**src/rtl/phy_irq_pkg.sv**
```systemverilog
/*
  Shared constants and types of the interrupt clear, output control and
  event-count threshold block of a gigabit Ethernet transceiver.
  Assumes a 125 MHz core clock and a 32-bit Avalon-MM register slave.
*/
package phy_irq_pkg;

  // ----------------------------------------------------------------
  // Bus geometry
  // ----------------------------------------------------------------
  localparam int ADDR_W = 18;
  localparam int DATA_W = 32;
  localparam int REG_W  = 8;
  localparam int CNT_N  = 4;

  // ----------------------------------------------------------------
  // Register indices; byte address is index times four
  // ----------------------------------------------------------------
  localparam logic [15:0] IDX_ENABLE_LOW   = 16'h8113;
  localparam logic [15:0] IDX_ENABLE_HIGH  = 16'h8114;
  localparam logic [15:0] IDX_CLEAR_LOW    = 16'h8115;
  localparam logic [15:0] IDX_CLEAR_HIGH   = 16'h8116;
  localparam logic [15:0] IDX_OUT_CONTROL  = 16'h8117;
  localparam logic [15:0] IDX_NEG_LIMIT    = 16'h8118;
  localparam logic [15:0] IDX_LINK_LIMIT   = 16'h8119;
  localparam logic [15:0] IDX_IDLE_LIMIT   = 16'h811A;
  localparam logic [15:0] IDX_STATUS_LOW   = 16'h8120;
  localparam logic [15:0] IDX_STATUS_HIGH  = 16'h8121;
  localparam logic [15:0] IDX_NEG_COUNT    = 16'h8122;
  localparam logic [15:0] IDX_LINK10_COUNT = 16'h8123;
  localparam logic [15:0] IDX_LINK1K_COUNT = 16'h8124;
  localparam logic [15:0] IDX_IDLE_COUNT   = 16'h8125;

  // ----------------------------------------------------------------
  // Field positions and reset values
  // ----------------------------------------------------------------
  localparam int BIT_NEG_COUNT  = 7;
  localparam int BIT_NEG_DONE   = 6;
  localparam int BIT_FAR_FAULT  = 5;
  localparam int BIT_SPEED      = 4;
  localparam int BIT_LINK_COUNT = 3;
  localparam int BIT_LINK       = 2;
  localparam int BIT_DUPLEX     = 1;
  localparam int BIT_JABBER     = 0;
  localparam int BIT_CONFIG     = 6;
  localparam int BIT_LOCAL_RX   = 5;
  localparam int BIT_REMOTE_RX  = 4;
  localparam int BIT_IDLE_COUNT = 3;
  localparam int BIT_RESET_EVT  = 0;
  localparam int BIT_OUT_ENABLE = 2;
  localparam int BIT_POLARITY   = 0;

  localparam logic [7:0] HIGH_USED_MASK = 8'h79;
  localparam logic [7:0] REG_ZERO       = 8'h00;
  localparam logic [7:0] LIMIT_RESET    = 8'hFF;

  // Counter slots of the threshold bank
  localparam int CNT_NEG    = 0;
  localparam int CNT_LINK10 = 1;
  localparam int CNT_LINK1K = 2;
  localparam int CNT_IDLE   = 3;

  // ----------------------------------------------------------------
  // Carriers
  // ----------------------------------------------------------------
  typedef struct packed {
    logic negotiation_done;
    logic far_fault;
    logic speed_change;
    logic link_change;
    logic duplex_change;
    logic jabber;
    logic config_change;
    logic local_rx_change;
    logic remote_rx_change;
    logic reset_event;
    logic negotiation_tick;
    logic link10_tick;
    logic link1000_tick;
    logic idle_error_tick;
  } irq_events_t;

  typedef struct packed {
    logic [ADDR_W-1:0] address;
    logic              read;
    logic              write;
    logic [3:0]        byteenable;
    logic [DATA_W-1:0] writedata;
  } avs_req_t;

endpackage : phy_irq_pkg

```
**src/rtl/threshold_counter.sv**
```systemverilog
/*
  One saturating event counter with a clear and a programmable limit.
  Assumes single-cycle event ticks in the core clock domain.
*/
`timescale 1ns/100ps
`default_nettype none
module threshold_counter
  import phy_irq_pkg::*;
#(
  parameter int W = 8
) (
  // Clock and reset
  input  wire logic         i_clk,
  input  wire logic         i_rst_n,
  // Event and control
  input  wire logic         i_tick,
  input  wire logic         i_clear,
  input  wire logic [W-1:0] i_limit,
  // State
  output logic      [W-1:0] o_count,
  output logic              o_hit
);

  logic [W-1:0] next_count;

  // A tick in the clearing cycle counts as the first event of the new run
  always_comb begin
    if (i_clear) begin
      next_count = i_tick ? W'(1) : '0;
    end else if (i_tick && (o_count != {W{1'b1}})) begin
      next_count = o_count + W'(1);
    end else begin
      next_count = o_count;
    end
  end

  always_ff @(posedge i_clk or negedge i_rst_n) begin
    if (!i_rst_n) begin
      o_count <= '0;
    end else begin
      o_count <= next_count;
    end
  end

  // Only a counted event can land on the limit, so a bare clear or a zero limit never fires
  assign o_hit = i_tick && (next_count == i_limit) &&
                 (i_clear || (o_count != {W{1'b1}}));
endmodule : threshold_counter
`default_nettype wire

```
**src/rtl/phy_irq_ctrl.sv**
```systemverilog
/*
  Interrupt status, clear, output control and threshold registers.
  Assumes event inputs are one-cycle pulses in the I_SYS_CLK domain and
  an Avalon-MM master that holds each request until waitrequest is low.
*/
`timescale 1ns/100ps
`default_nettype none
module phy_irq_ctrl
  import phy_irq_pkg::*;
(
  // Clock and reset
  input  wire logic              I_SYS_CLK,
  input  wire logic              I_RST_N,
  // Avalon-MM slave
  input  wire logic [ADDR_W-1:0] i_AVS_ADDRESS,
  input  wire logic              i_AVS_READ,
  input  wire logic              i_AVS_WRITE,
  input  wire logic [3:0]        i_AVS_BYTEENABLE,
  input  wire logic [DATA_W-1:0] i_AVS_WRITEDATA,
  output logic      [DATA_W-1:0] o_AVS_READDATA,
  output logic                   o_AVS_WAITREQUEST,
  // Event sources
  input  wire irq_events_t       i_EVENTS,
  input  wire logic              i_LED_PINS_ENABLED,
  // Interrupt pin
  output logic                   o_IRQ_PIN,
  output logic                   o_IRQ_PIN_OE_N,
  output logic                   o_IRQ_PENDING
);

  // ----------------------------------------------------------------
  // Bus handshake
  // ----------------------------------------------------------------
  avs_req_t          req;
  logic              ack;
  logic [15:0]       idx;
  logic              wr_go;
  logic              wr_lane;
  logic [REG_W-1:0]  wbyte;

  assign req = '{address: i_AVS_ADDRESS, read: i_AVS_READ, write: i_AVS_WRITE,
                 byteenable: i_AVS_BYTEENABLE, writedata: i_AVS_WRITEDATA};
  assign idx   = 16'(req.address[ADDR_W-1:2]);
  assign wbyte = req.writedata[REG_W-1:0];

  // One wait cycle gives the read mux a full cycle before data is due
  assign o_AVS_WAITREQUEST = (req.read || req.write) && !ack;
  assign wr_lane           = req.byteenable[0];
  assign wr_go             = req.write && ack && wr_lane;

  always_ff @(posedge I_SYS_CLK or negedge I_RST_N) begin
    if (!I_RST_N) begin
      ack <= 1'b0;
    end else begin
      ack <= (req.read || req.write) && !ack;
    end
  end

  // ----------------------------------------------------------------
  // Software registers
  // ----------------------------------------------------------------
  logic [REG_W-1:0] enable_low;
  logic [REG_W-1:0] enable_high;
  logic [REG_W-1:0] out_control;
  logic [REG_W-1:0] negotiation_count_limit;
  logic [REG_W-1:0] link_event_limit;
  logic [REG_W-1:0] idle_error_limit;

  always_ff @(posedge I_SYS_CLK or negedge I_RST_N) begin
    if (!I_RST_N) begin
      enable_low              <= REG_ZERO;
      enable_high             <= REG_ZERO;
      out_control             <= REG_ZERO;
      negotiation_count_limit <= LIMIT_RESET;
      link_event_limit        <= LIMIT_RESET;
      idle_error_limit        <= LIMIT_RESET;
    end else if (wr_go) begin
      case (idx)
        IDX_ENABLE_LOW:  enable_low              <= wbyte;
        IDX_ENABLE_HIGH: enable_high             <= wbyte & HIGH_USED_MASK;
        IDX_OUT_CONTROL: out_control             <= wbyte;
        IDX_NEG_LIMIT:   negotiation_count_limit <= wbyte;
        IDX_LINK_LIMIT:  link_event_limit        <= wbyte;
        IDX_IDLE_LIMIT:  idle_error_limit        <= wbyte;
        default: begin
        end
      endcase
    end
  end

  // ----------------------------------------------------------------
  // Self-clearing clear commands
  // ----------------------------------------------------------------
  logic [REG_W-1:0] interrupt_clear_low;
  logic [REG_W-1:0] interrupt_clear_high;
  logic [REG_W-1:0] next_clear_low;
  logic [REG_W-1:0] next_clear_high;

  // A written one acts in the cycle after acceptance, then drops to zero
  always_comb begin
    next_clear_low  = REG_ZERO;
    next_clear_high = REG_ZERO;
    if (wr_go && (idx == IDX_CLEAR_LOW)) begin
      next_clear_low = wbyte;
    end
    if (wr_go && (idx == IDX_CLEAR_HIGH)) begin
      next_clear_high = wbyte & HIGH_USED_MASK;
    end
  end

  always_ff @(posedge I_SYS_CLK or negedge I_RST_N) begin
    if (!I_RST_N) begin
      interrupt_clear_low  <= REG_ZERO;
      interrupt_clear_high <= REG_ZERO;
    end else begin
      interrupt_clear_low  <= next_clear_low;
      interrupt_clear_high <= next_clear_high;
    end
  end

  // Status write-one-to-clear, folded in with the clear commands
  logic [REG_W-1:0] w1c_low;
  logic [REG_W-1:0] w1c_high;

  always_ff @(posedge I_SYS_CLK or negedge I_RST_N) begin
    if (!I_RST_N) begin
      w1c_low  <= REG_ZERO;
      w1c_high <= REG_ZERO;
    end else begin
      w1c_low  <= (wr_go && (idx == IDX_STATUS_LOW))  ? wbyte : REG_ZERO;
      w1c_high <= (wr_go && (idx == IDX_STATUS_HIGH)) ? wbyte : REG_ZERO;
    end
  end

  logic [REG_W-1:0] kill_low;
  logic [REG_W-1:0] kill_high;
  assign kill_low  = interrupt_clear_low | w1c_low;
  assign kill_high = (interrupt_clear_high | w1c_high) & HIGH_USED_MASK;

  // ----------------------------------------------------------------
  // Threshold counter bank
  // ----------------------------------------------------------------
  logic [CNT_N-1:0]            cnt_tick;
  logic [CNT_N-1:0]            cnt_clear;
  logic [CNT_N-1:0]            cnt_hit;
  logic [CNT_N-1:0][REG_W-1:0] cnt_limit;
  logic [CNT_N-1:0][REG_W-1:0] cnt_value;

  assign cnt_tick  = {i_EVENTS.idle_error_tick, i_EVENTS.link1000_tick,
                      i_EVENTS.link10_tick, i_EVENTS.negotiation_tick};
  // Idle-error counter has no clear command; it only saturates
  assign cnt_clear = {1'b0,
                      interrupt_clear_low[BIT_LINK_COUNT],
                      interrupt_clear_low[BIT_LINK_COUNT],
                      interrupt_clear_low[BIT_NEG_COUNT]};
  assign cnt_limit = {idle_error_limit, link_event_limit,
                      link_event_limit, negotiation_count_limit};

  genvar gi;
  generate
    for (gi = 0; gi < CNT_N; gi++) begin : g_cnt
      threshold_counter #(.W(REG_W)) u_cnt (
        .i_clk   (I_SYS_CLK),
        .i_rst_n (I_RST_N),
        .i_tick  (cnt_tick[gi]),
        .i_clear (cnt_clear[gi]),
        .i_limit (cnt_limit[gi]),
        .o_count (cnt_value[gi]),
        .o_hit   (cnt_hit[gi])
      );
    end
  endgenerate

  // ----------------------------------------------------------------
  // Sticky status
  // ----------------------------------------------------------------
  logic [REG_W-1:0] set_low;
  logic [REG_W-1:0] set_high;
  logic [REG_W-1:0] status_low;
  logic [REG_W-1:0] status_high;
  logic             negotiation_count_irq_status;

  always_comb begin
    set_low                 = REG_ZERO;
    set_low[BIT_NEG_COUNT]  = cnt_hit[CNT_NEG];
    set_low[BIT_NEG_DONE]   = i_EVENTS.negotiation_done;
    set_low[BIT_FAR_FAULT]  = i_EVENTS.far_fault;
    set_low[BIT_SPEED]      = i_EVENTS.speed_change;
    set_low[BIT_LINK_COUNT] = cnt_hit[CNT_LINK10] | cnt_hit[CNT_LINK1K];
    set_low[BIT_LINK]       = i_EVENTS.link_change;
    set_low[BIT_DUPLEX]     = i_EVENTS.duplex_change;
    set_low[BIT_JABBER]     = i_EVENTS.jabber;
    set_high                = REG_ZERO;
    set_high[BIT_CONFIG]    = i_EVENTS.config_change;
    set_high[BIT_LOCAL_RX]  = i_EVENTS.local_rx_change;
    set_high[BIT_REMOTE_RX] = i_EVENTS.remote_rx_change;
    set_high[BIT_IDLE_COUNT]= cnt_hit[CNT_IDLE];
    set_high[BIT_RESET_EVT] = i_EVENTS.reset_event;
  end

  // A new event in the clearing cycle survives the clear
  always_ff @(posedge I_SYS_CLK or negedge I_RST_N) begin
    if (!I_RST_N) begin
      status_low  <= REG_ZERO;
      status_high <= REG_ZERO;
    end else begin
      status_low  <= set_low | (status_low & ~kill_low);
      status_high <= set_high | (status_high & ~kill_high);
    end
  end

  assign negotiation_count_irq_status = status_low[BIT_NEG_COUNT];

  // ----------------------------------------------------------------
  // Interrupt pin
  // ----------------------------------------------------------------
  logic any_pending;
  logic pin_enabled;

  assign any_pending = |(status_low & enable_low) | |(status_high & enable_high);
  assign pin_enabled = out_control[BIT_OUT_ENABLE] && i_LED_PINS_ENABLED;

  // Pin is released, not driven inactive, while disabled
  always_ff @(posedge I_SYS_CLK or negedge I_RST_N) begin
    if (!I_RST_N) begin
      o_IRQ_PENDING  <= 1'b0;
      o_IRQ_PIN      <= 1'b1;
      o_IRQ_PIN_OE_N <= 1'b1;
    end else begin
      o_IRQ_PENDING  <= any_pending;
      o_IRQ_PIN      <= out_control[BIT_POLARITY] ? any_pending : !any_pending;
      o_IRQ_PIN_OE_N <= !pin_enabled;
    end
  end

  // ----------------------------------------------------------------
  // Read path
  // ----------------------------------------------------------------
  logic [REG_W-1:0] next_rbyte;

  always_comb begin
    case (idx)
      IDX_ENABLE_LOW:   next_rbyte = enable_low;
      IDX_ENABLE_HIGH:  next_rbyte = enable_high;
      IDX_CLEAR_LOW:    next_rbyte = interrupt_clear_low;
      IDX_CLEAR_HIGH:   next_rbyte = interrupt_clear_high;
      IDX_OUT_CONTROL:  next_rbyte = out_control;
      IDX_NEG_LIMIT:    next_rbyte = negotiation_count_limit;
      IDX_LINK_LIMIT:   next_rbyte = link_event_limit;
      IDX_IDLE_LIMIT:   next_rbyte = idle_error_limit;
      IDX_STATUS_LOW:   next_rbyte = status_low;
      IDX_STATUS_HIGH:  next_rbyte = status_high;
      IDX_NEG_COUNT:    next_rbyte = cnt_value[CNT_NEG];
      IDX_LINK10_COUNT: next_rbyte = cnt_value[CNT_LINK10];
      IDX_LINK1K_COUNT: next_rbyte = cnt_value[CNT_LINK1K];
      IDX_IDLE_COUNT:   next_rbyte = cnt_value[CNT_IDLE];
      default:          next_rbyte = REG_ZERO;
    endcase
  end

  // Captured on the wait cycle, stable at the completing edge
  always_ff @(posedge I_SYS_CLK or negedge I_RST_N) begin
    if (!I_RST_N) begin
      o_AVS_READDATA <= '0;
    end else if (req.read && !ack) begin
      o_AVS_READDATA <= {{(DATA_W-REG_W){1'b0}}, next_rbyte};
    end
  end
endmodule : phy_irq_ctrl
`default_nettype wire

```
**config.mk**
```make
export PLATFORM = sky130hd
export DESIGN_NAME = phy_irq_ctrl
export DESIGN_NICKNAME = d
export VERILOG_FILES = /design/src/rtl/phy_irq_pkg.sv /design/src/rtl/threshold_counter.sv /design/src/rtl/phy_irq_ctrl.sv
export SDC_FILE = /design/constraint.sdc
export NUM_CORES = 1
export LEC_CHECK = 0
export BUFFER_PORTS_ARGS = -buffer_cell sky130_fd_sc_hd__buf_4
export CORE_MARGIN = 5
export CORE_UTILIZATION = 52
export DETAILED_ROUTE_END_ITERATION = 10
export PLACE_DENSITY = 0.79
export SYNTH_ARGS = -nofsm -noshare
export SYNTH_HDL_FRONTEND = slang
export SYNTH_SLANG_ARGS = --single-unit
export TNS_END_PERCENT = 50
```
**constraint.sdc**
```tcl
create_clock -name I_SYS_CLK -period 3.9 [get_ports I_SYS_CLK]
set_clock_uncertainty 0.05 [all_clocks]
set_input_delay 0.78 -clock I_SYS_CLK [delete_from_list [all_inputs] [get_ports I_SYS_CLK]]
set_output_delay 0.78 -clock I_SYS_CLK [all_outputs]
set_load 0.01 [all_outputs]
```
### After elaboration in Yosys (flattened, before gate mapping)

Index checks and enable logic that the tools add are counted.

* bits in registers: 135
* bits in latches: 0
* memory bits (writable): 0
* memory bits (read-only): 0
* input port bits: 73
* output and inout port bits: 36
* word-level logic and storage cells: 111
* memories kept: 0

* add/sub/neg operators: 4
* multiply operators: 0
* divide/modulo/power cells: 0
* magnitude comparators: 0
* equal/unequal tests: 22
* shift-type cells: 0
* muxes and demuxes: 16
* bitwise logic cells: 12
* reduce and logical (&&, ||, !) cells: 36

Operators with widths (number)
* $eq 16x16->1 const B: 14
* $pmux 8 s14: 1
* $mux 8: 9
* $add 8x1->8 const B: 4
* $eq 8x8->1: 4
* $ne 8x8->1 const B: 4
* $and 8x8->8: 3
* $logic_and 1x1->1: 21
* $or 8x8->8: 2
* $reduce_or 8->1: 2
* $mux 7: 2
* $reduce_and 2->1: 6
* $and 8x7->8: 1
* $not 7->8: 1
* $not 8->8: 1
* $or 7x8->8: 1
* $or 7x7->7: 1
* $logic_or 1x1->1: 4
* $mux 1: 4
* $logic_not 1->1: 3
* $or 1x1->1: 2

### Logic depth before layout (Yosys ltp)

Gate-level depths: netlist of run 1.

* depth in word-level cells: 9
* gate-level depth with buffers: 9
* depth with buffers taken out: 8

### Hierarchy

A second synthesis of run 1 with hierarchy kept.

* cell total of the unflattened synthesis: 744
* area, all modules: 7606.0 um^2

By module, submodules not included
* phy_irq_ctrl: times used 1, cells each 408, area each 4848.4 um^2, seq. area each 2434.8 um^2
* threshold_counter: times used 4, cells each 84, area each 689.4 um^2, seq. area each 200.2 um^2

### Least setup slack after synthesis of run 1

Ideal clock, no wire load.

* path kind: input to register
* from: input port i_AVS_ADDRESS[9]
* to: register enable_low[1]
* library setup time: 125 ps
* arrival: 2367 ps
* data required time: 3725 ps
* path slack: 1358 ps
* stages: 6
* path buffers: 1
* cell sequence: nor4b_4 -> nand4b_1 -> nor4_4 -> and2b_1 -> buf_6 -> mux2_2

* longest elaborated chain between the ends: 2

Ends and longest elaborated chain
* start: declaration: RTL line phy_irq_ctrl.sv:15 `input wire logic [ADDR_W-1:0] i_AVS_ADDRESS,`
* $eq 16x16->1: RTL line phy_irq_ctrl.sv:78 `case (idx)`
* $reduce_and 2->1 (no source line)
* end signal: assignment: RTL line phy_irq_ctrl.sv:79 `IDX_ENABLE_LOW: enable_low <= wbyte;`
* end: declaration: RTL line phy_irq_ctrl.sv:62 `logic [REG_W-1:0] enable_low;`

No other way between the ends.
A chain may end at the register's enable or synchronous reset.

### Worst setup path after layout of run 1

* from: input port i_AVS_ADDRESS[7]
* to: register o_AVS_READDATA[7]

* longest elaborated chain between the ends: 2
* elaborated cells between the ends (all ways): 15
* those cells by class: eq/ne: 14; mux: 1

Ends and longest elaborated chain
* $eq 16x16->1: RTL line phy_irq_ctrl.sv:242 `case (idx)`
* $pmux 8 s14 *: RTL line phy_irq_ctrl.sv:242
* end signal: assignment: RTL line phy_irq_ctrl.sv:266 `o_AVS_READDATA <= {{(DATA_W-REG_W){1'b0}}, next_rbyte};`
* end: declaration: RTL line phy_irq_ctrl.sv:20 `output logic [DATA_W-1:0] o_AVS_READDATA,`

Mark *: on every way between the ends. The rest lies on a longest branch, timed or not.

==> impl_metrics.csv, run 1 <==
group,metric,value,unit
setup_path,critPathLaunch,"i_AVS_ADDRESS[7]",
layout,syn_to_final_growth,13.4,%
global_routing,grt_pass1_wl,31600,um
layout,nNetsFinal,815,
drt,post_drt_wl_per_cell,21.2,um
place,dp.cells,895,
setup_path,crit_path_max_incr_delay,490,ps
setup_path,cp_slowest_cell,"or3_1",
drt,drc,0,
yosys,synth_area_leader_cell,"dfrtp_1",
yosys,synth-main-ff-cell,"dfrtp_1",
yosys,syn_area,7110,um^2
clock_tree,htreeDepth,4,
die,coreArea,13300,um^2
timing,finalHoldViolations,0,
timing,tightest_slew,1140,ps
yosys,async_reset_ff_share,100,%
yosys,ys_seq_area_share,45.5,%
clock_tree,post_cts_buffers,0,
layout,design_area,8060,um^2
setup_path,critical-path-top-delay-family,"simple AND/OR/NAND/NOR gates",
setup_path,worst-setup-path-type,"in2reg",
run_status,status,"finished, final reports clean",
drt,drt-total-wl,19600,um
yosys,synth-edff-count,0,
die,dieArea,16100,um^2
layout,fillers,1121,
clock_tree,cts_resized,0,
layout,stdcell_count,926,
timing,period_minus_slack,2770,ps
setup_path,path_max_fanout,11,
setup_path,worstReg2RegEnd,"status_low[3]",
clock_tree,numCtsBuffers,17,
clock_tree,clock-sinks,128,
timing,tns,0,ps
timing,maxSlewViolCount,0,
setup_path,crit_cells,8,
setup_path,endpoint_kind,"register",
yosys,ys_types,75,
setup_path,start_kind,"input pin",
setup_path,cp.arrival,3040,ps
setup_path,reg2reg_setup_slack,1320,ps
yosys,yosysMostFrequentCell,"dfrtp_1",
global_routing,antenna_found_initial,0,
flow_run,max_cap_violations,0,
place,io_buffers,55,
power,irDropWorstVdd,0.381,mV
setup_path,rr_worst_depth,7,
yosys,synth_top_area_share,35.9,%
setup_path,worstReg2RegStart,"g_cnt[2].u_cnt.o_count[0]",
die,initial_core_util,53.3,%
drt,dr.pass1.iters,7,
power,powerDensity,483,nW/um^2
drt,postRouteAntennaNets,0,
clock_tree,clk_path_buf_depth,2,
layout,diodes,0,
yosys,syn_inst,695,
clock_tree,cts-root-buf,"clkbuf_16",
yosys,synth_seq_cells,128,
clock_tree,cts_hold_buf,0,
place,hpwlAfterDp,14300,um
timing,fin_crit_sh,71.0,%
timing,fmax,0.361,GHz
setup_path,endpoint,"o_AVS_READDATA[7]",
timing,rsz0062_at_grt,"false",
die,io_pins,109,
setup_path,worstPathRequired,4170,ps
global_routing,grt_pass1_vias,5821,
setup_path,crit_chain,"buf_4 > nand2b_1 > nor3b_1 > nand4_1 > o21ai_0 > a22oi_1 > or3_1 > a2bb2oi_1",
yosys,synth_area_leaders,"dfrtp_1 36%, dfstp_2 9.6%, mux2_2 7.1%",
global_routing,overflow,0,
layout,drive_above_1_share,24.1,%
global_routing,gr-usage-all-layers,25.1,%
yosys,yosys_warnings,0,
drt,vias_per_cell,6.21,
power,power.leakage,3.49,nW
place,placed_cell_area,7520,um^2
clock_tree,clkTransAtPathRegs,60,ps
yosys,syn_avg_cell_area,10.2,um^2
hold_path,min_path_type,"in2async",
place,gp_congestion,1.01,
die,fp-row-count,42,
timing,maxSlewHeadroom,23.8,%
die,die_w,127,um
setup_path,path_buf_inv,1,
drt,drt_iter0_drc,527,
clock_tree,insertion_delay,420,ps
clock_tree,cts_tree,"yes",
die,die_y,127,um
global_routing,grt_max_degree,94,
timing,finalSetupViolCount,0,
yosys,ys_top_cells_by_count,"102 x dfrtp_1, 63 x nor2_1, 45 x mux2_2, 36 x nand2_1, 35 x o21ai_0",
drt,vias,5746,
-- where the power goes --
part / total [W] / internal (W) / switching, W / leakage, nW
Clock: 0.00143 / 0.000820 / 0.000613 / 0.258
Sequential: 0.00171 / 0.00146 / 0.000253 / 1.57
Combinational: 0.000748 / 0.000323 / 0.000426 / 1.66
-- layout make-up --
| type | count | area (um^2) | area share (%) |
|---|---|---|---|
| Inverter | 11 | 41.3 | 0.512 |
| Multi-Input combinational cell | 522 | 3580 | 44.4 |
| Clock buffer | 18 | 429 | 5.32 |
| Tap cell | 176 | 220 | 2.73 |
| Clock inverter | 13 | 108 | 1.33 |
| Sequential cell | 128 | 3240 | 40.1 |
| Timing Repair Buffer | 58 | 448 | 5.56 |
-- kinds of logic after synthesis --
group                    after synthesis  synth area share [%]
buffers and inverters                 68                  5.35
AO/OA/AOI/OAI                        157                  15.3
XOR/XNOR                              25                  3.08
adder cells (fa/ha/maj)                4                 0.704
flip-flops                           128                  45.5
AND/OR/NAND/NOR                      239                  18.7
other                                  1                0.0528
multiplexers                          73                  11.3
-- metal layers --
metal | track usage, % | vias to the layer above | wire length, um
met5 | 0 | - | 0
met4 | 9.46 | 0 | 555
met3 | 8.15 | 40 | 2110
met2 | 38.6 | 313 | 9010
met1 | 33.4 | 2805 | 7970
li1 | - | 2588 | -
-- sequential cells by signal (all words and copies together), names as in the netlist --
signal                   flops
g_cnt.u_cnt.o_count         32
enable_low                   8
idle_error_limit             8
interrupt_clear_low          8
link_event_limit             8
negotiation_count_limit      8
o_AVS_READDATA               8
out_control                  8
status_low                   8
w1c_low                      8
enable_high                  5
interrupt_clear_high         5
status_high                  5
w1c_high                     5
ack                          1
o_IRQ_PENDING                1
o_IRQ_PIN                    1
o_IRQ_PIN_OE_N               1
-- layout by cell type (no fill, tap or decap), types with 12 or more instances in the layout --
cell type	Yosys	routed
dfrtp_1	102	102
nor2_1	63	63
buf_4	25	57
mux2_2	45	45
nand2_1	36	36
o21ai_0	35	35
a21oi_1	31	31
and2_1	29	29
mux2i_1	26	26
dfstp_2	26	26
conb_1	1	24
nor3_1	23	23
nand3_1	18	18
clkbuf_16	0	17
nand4_1	14	14
xor2_1	13	13
xnor2_1	12	12
-- metrics by stage --
step	power, W	setup WS (ps)	utilization (%)	hold slack (ps)
finish	0.00389	1130	60.4	258
detailed placement	0.00246	753	56.4	371
global route	0.00408	950	60.4	291
CTS	0.00388	1170	60.4	267
global placement	0.00241	811	56.4	360
floorplan	0.00221	1360	-	336
-- worst min path at each step --
stage	from	end	slack, ps
after floorplan	out_control[2]	o_IRQ_PIN_OE_N	340
after global placement	out_control[2]	o_IRQ_PIN_OE_N	360
after detailed placement	out_control[2]	o_IRQ_PIN_OE_N	370
after CTS	I_RST_N	w1c_high[6]	270
after global routing	I_RST_N	w1c_high[6]	290
final	I_RST_N	w1c_high[6]	260
-- worst register-to-register path, cell delays in order (launching register included) --
cell and delay (ps):
dfrtp_1 550, ha_1 360, nand3_1 160, o21ai_1 400
mux2i_1 380, nor3_1 90, nor4_1 330, a31o_2 210
No activity file was read; power rests on OpenSTA's default activity.
==> run 2: changes to the inputs <==
--- a/config.mk
+++ b/config.mk
@@ -5,11 +5,12 @@
 export SDC_FILE = /design/constraint.sdc
 export NUM_CORES = 1
 export LEC_CHECK = 0
+export ABC_AREA = 1
 export BUFFER_PORTS_ARGS = -buffer_cell sky130_fd_sc_hd__buf_4
 export CORE_MARGIN = 5
 export CORE_UTILIZATION = 52
 export DETAILED_ROUTE_END_ITERATION = 10
-export PLACE_DENSITY = 0.79
+export PLACE_DENSITY = 0.82
 export SYNTH_ARGS = -nofsm -noshare
 export SYNTH_HDL_FRONTEND = slang
 export SYNTH_SLANG_ARGS = --single-unit
==> constraint.sdc (replaced) <==
create_clock -name I_SYS_CLK -period 2.4 [get_ports I_SYS_CLK]
set_clock_uncertainty 0.05 [all_clocks]
set_input_delay 0.48 -clock I_SYS_CLK [delete_from_list [all_inputs] [get_ports I_SYS_CLK]]
set_output_delay 0.48 -clock I_SYS_CLK [all_outputs]
set_load 0.01 [all_outputs]
==> impl_metrics.csv, run 2 <==
group,metric,value,unit
setup_path,worstReg2RegStart,"g_cnt[2].u_cnt.o_count[0]",
layout,diodes,0,
yosys,synth_top_area_share,35.5,%
clock_tree,cts-root-buf,"clkbuf_16",
setup_path,worst-setup-path-type,"reg2reg",
layout,fillers,1208,
layout,top_register,"g_cnt.u_cnt.o_count",
drt,drt-total-wl,19900,um
global_routing,grt_pass1_wl,32200,um
die,io_pins,109,
timing,maxSlewHeadroom,61.3,%
layout,drive_above_1_share,15.4,%
global_routing,gr-usage-all-layers,25.3,%
power,powerDensity,777,nW/um^2
layout,nNetsFinal,1121,
yosys,synth_seq_cells,128,
drt,dr.pass1.iters,6,
place,gp_congestion,0.971,
hold_path,min_path_type,"in2reg",
place,hpwlAfterDp,14800,um
layout,syn_to_final_growth,16.3,%
timing,period_minus_slack,2120,ps
run_status,status,"finished, final reports clean",
power,power.leakage,4.12,nW
setup_path,critical-path-top-delay-family,"simple AND/OR/NAND/NOR gates",
yosys,ys_types,39,
yosys,syn_inst,977,
drt,post_drt_wl_per_cell,16.1,um
layout,stdcell_count,1237,
die,fp-row-count,43,
clock_tree,cts_tree,"yes",
hold_path,min_to,"o_IRQ_PIN_OE_N",
timing,rsz0062_at_grt,"false",
layout,layout_common_cells,"254 x nand2_1, 123 x inv_1, 104 x nor2_1, 102 x nand3_1, 102 x dfrtp_1",
yosys,synth-main-ff-cell,"dfrtp_1",
setup_path,worstReg2RegEnd,"status_low[3]",
setup_path,cp.arrival,2440,ps
global_routing,antenna_found_initial,0,
drt,met2_length,9450,um
setup_path,reg2reg_setup_slack,280,ps
setup_path,start_kind,"register",
global_routing,grt_pass1_vias,6411,
clock_tree,numCtsBuffers,17,
setup_path,cp_slowest_cell,"dfrtp_1",
yosys,syn_avg_cell_area,7.37,um^2
yosys,synth_area_leader_cell,"dfrtp_1",
timing,tns,0,ps
drt,highest_layer,"met4",
drt,m1WireLength,8100,um
clock_tree,clock-sinks,128,
flow_run,max_cap_violations,0,
setup_path,crit_chain,"ha_1 > nand2_2 > nor2_2 > nand2_2 > nand2_2 > nand2_1 > nand3_1 > nand2_1 > nand2_1 > nor2_1 > nand2_1 > nor2_1 > nand2_1 > nand3_1",
setup_path,path_buf_inv,0,
layout,largest_reg_flops,32,
yosys,synth_area_leaders,"dfrtp_1 35%, nand2_1 13%, dfstp_2 9.5%",
timing,finalHoldViolations,0,
drt,vias,6789,
drt,drt_iter0_drc,763,
timing,fin_crit_sh,88.4,%
drt,wl_met3,1720,um
timing,fmax,0.471,GHz
place,dp.cells,1204,
setup_path,crit_path_max_incr_delay,460,ps
setup_path,endpoint_kind,"register",
layout,final_common_cell,"nand2_1",
yosys,yosys_warnings,0,
yosys,async_reset_ff_share,100,%
timing,maxSlewViolCount,0,
die,coreArea,13700,um^2
die,die_y,128,um
clock_tree,post_cts_buffers,0,
global_routing,overflow,0,
hold_path,hold_path.startpoint,"i_LED_PINS_ENABLED",
timing,finalSetupViolCount,0,
clock_tree,clkTransAtPathRegs,60,ps
setup_path,critPathLaunch,"g_cnt[2].u_cnt.o_count[0]",
place,io_buffers,55,
yosys,ys_seq_area_share,44.9,%
drt,postRouteAntennaNets,0,
hold_path,worstHoldPathCells,2,
layout,design_area,8370,um^2
yosys,syn_area,7200,um^2
yosys,ys_top_cells_by_count,"254 x nand2_1, 123 x inv_1, 104 x nor2_1, 102 x dfrtp_1, 102 x nand3_1",
drt,vias_per_cell,5.49,
power,irDropWorstVdd,0.489,mV
die,die_w,128,um
die,initial_core_util,52.5,%
place,placed_cell_area,7780,um^2
yosys,yosysMostFrequentCell,"nand2_1",
die,dieArea,16300,um^2
timing,tightest_slew,579,ps
clock_tree,htreeDepth,4,
drt,drc,0,
setup_path,cp_common_cell,"nand2_1",
yosys,synth-edff-count,0,
setup_path,path_max_fanout,10,
global_routing,grt_max_degree,44,
setup_path,worstPathRequired,2720,ps
clock_tree,insertion_delay,430,ps
setup_path,rr_worst_depth,14,
clock_tree,clk_path_buf_depth,2,
==> run 2: cell types whose count changed in the layout (fill, tap and decap cells not counted), moves of 18 or more <==
cell	previous run	this run
a21oi_1	31	9
and2_1	29	0
inv_1	11	123
mux2_2	45	0
mux2i_1	26	0
nand2_1	36	254
nand3_1	18	102
nor2_1	63	104
o21ai_0	35	73
o22ai_1	2	20
==> run 2: logic make-up after synthesis <==
family,synth area share (%)
other cells,0.0521
fa+ha+maj,0.695
simple gates,33.7
flops,44.9
xor+xnor,1.09
buf+inv,10.7
compound gates,8.83
==> run 2: what timing repair did <==
action | CTS | global route
hold buffers | 1 | 0
hold endpoints to repair | 22 | 0
resized for setup | 0 | 0
==> run 2: layer usage <==
metal / track usage [%] / vias to the layer above
li1: - / 3247
met1: 33.3 / 3160
met2: 40.4 / 324
met3: 6.04 / 58
met4: 10.4 / 0
met5: 0 / -
==> run 2: final cells by class <==
type / instances / area, um^2 / share of cell area [%]
repair buffers: 67 / 556 / 6.64
well taps: 180 / 225 / 2.69
flip-flops and latches: 128 / 3240 / 38.7
clock buffers: 17 / 425 / 5.08
clock inverters: 15 / 150 / 1.79
multi-input cells: 698 / 3280 / 39.2
inverters: 132 / 495 / 5.92
==> run 2: power breakdown <==
| group | internal [W] | total, W | switching (W) |
|---|---|---|---|
| logic | 0.000492 | 0.00140 | 0.000906 |
| registers | 0.00237 | 0.00259 | 0.000219 |
| clock network | 0.00145 | 0.00252 | 0.00107 |
==> run 2: worst max path at each step <==
| stage | endpoint | slack [ps] | cells past startpoint |
|---|---|---|---|
| floorplan | status_low[3] | 670 | 12 |
| global placement | o_AVS_READDATA[2] | 160 | 10 |
| detailed placement | o_AVS_READDATA[2] | 120 | 10 |
| CTS | status_low[3] | 300 | 12 |
| global route | status_low[3] | 60 | 15 |
| finish | status_low[3] | 280 | 14 |
==> run 2: per-stage QoR <==
step           power, W  setup slack [ps]  hold slack [ps]  utilization (%)
2_1_floorplan   0.00361               673              134                -
3_3_place_gp    0.00395               157              357             56.7
3_5_place_dp    0.00399               116              368             56.7
4_1_cts         0.00651               299              114             61.0
5_1_grt         0.00687              57.8              124             61.0
6_report        0.00651               279              118             61.0
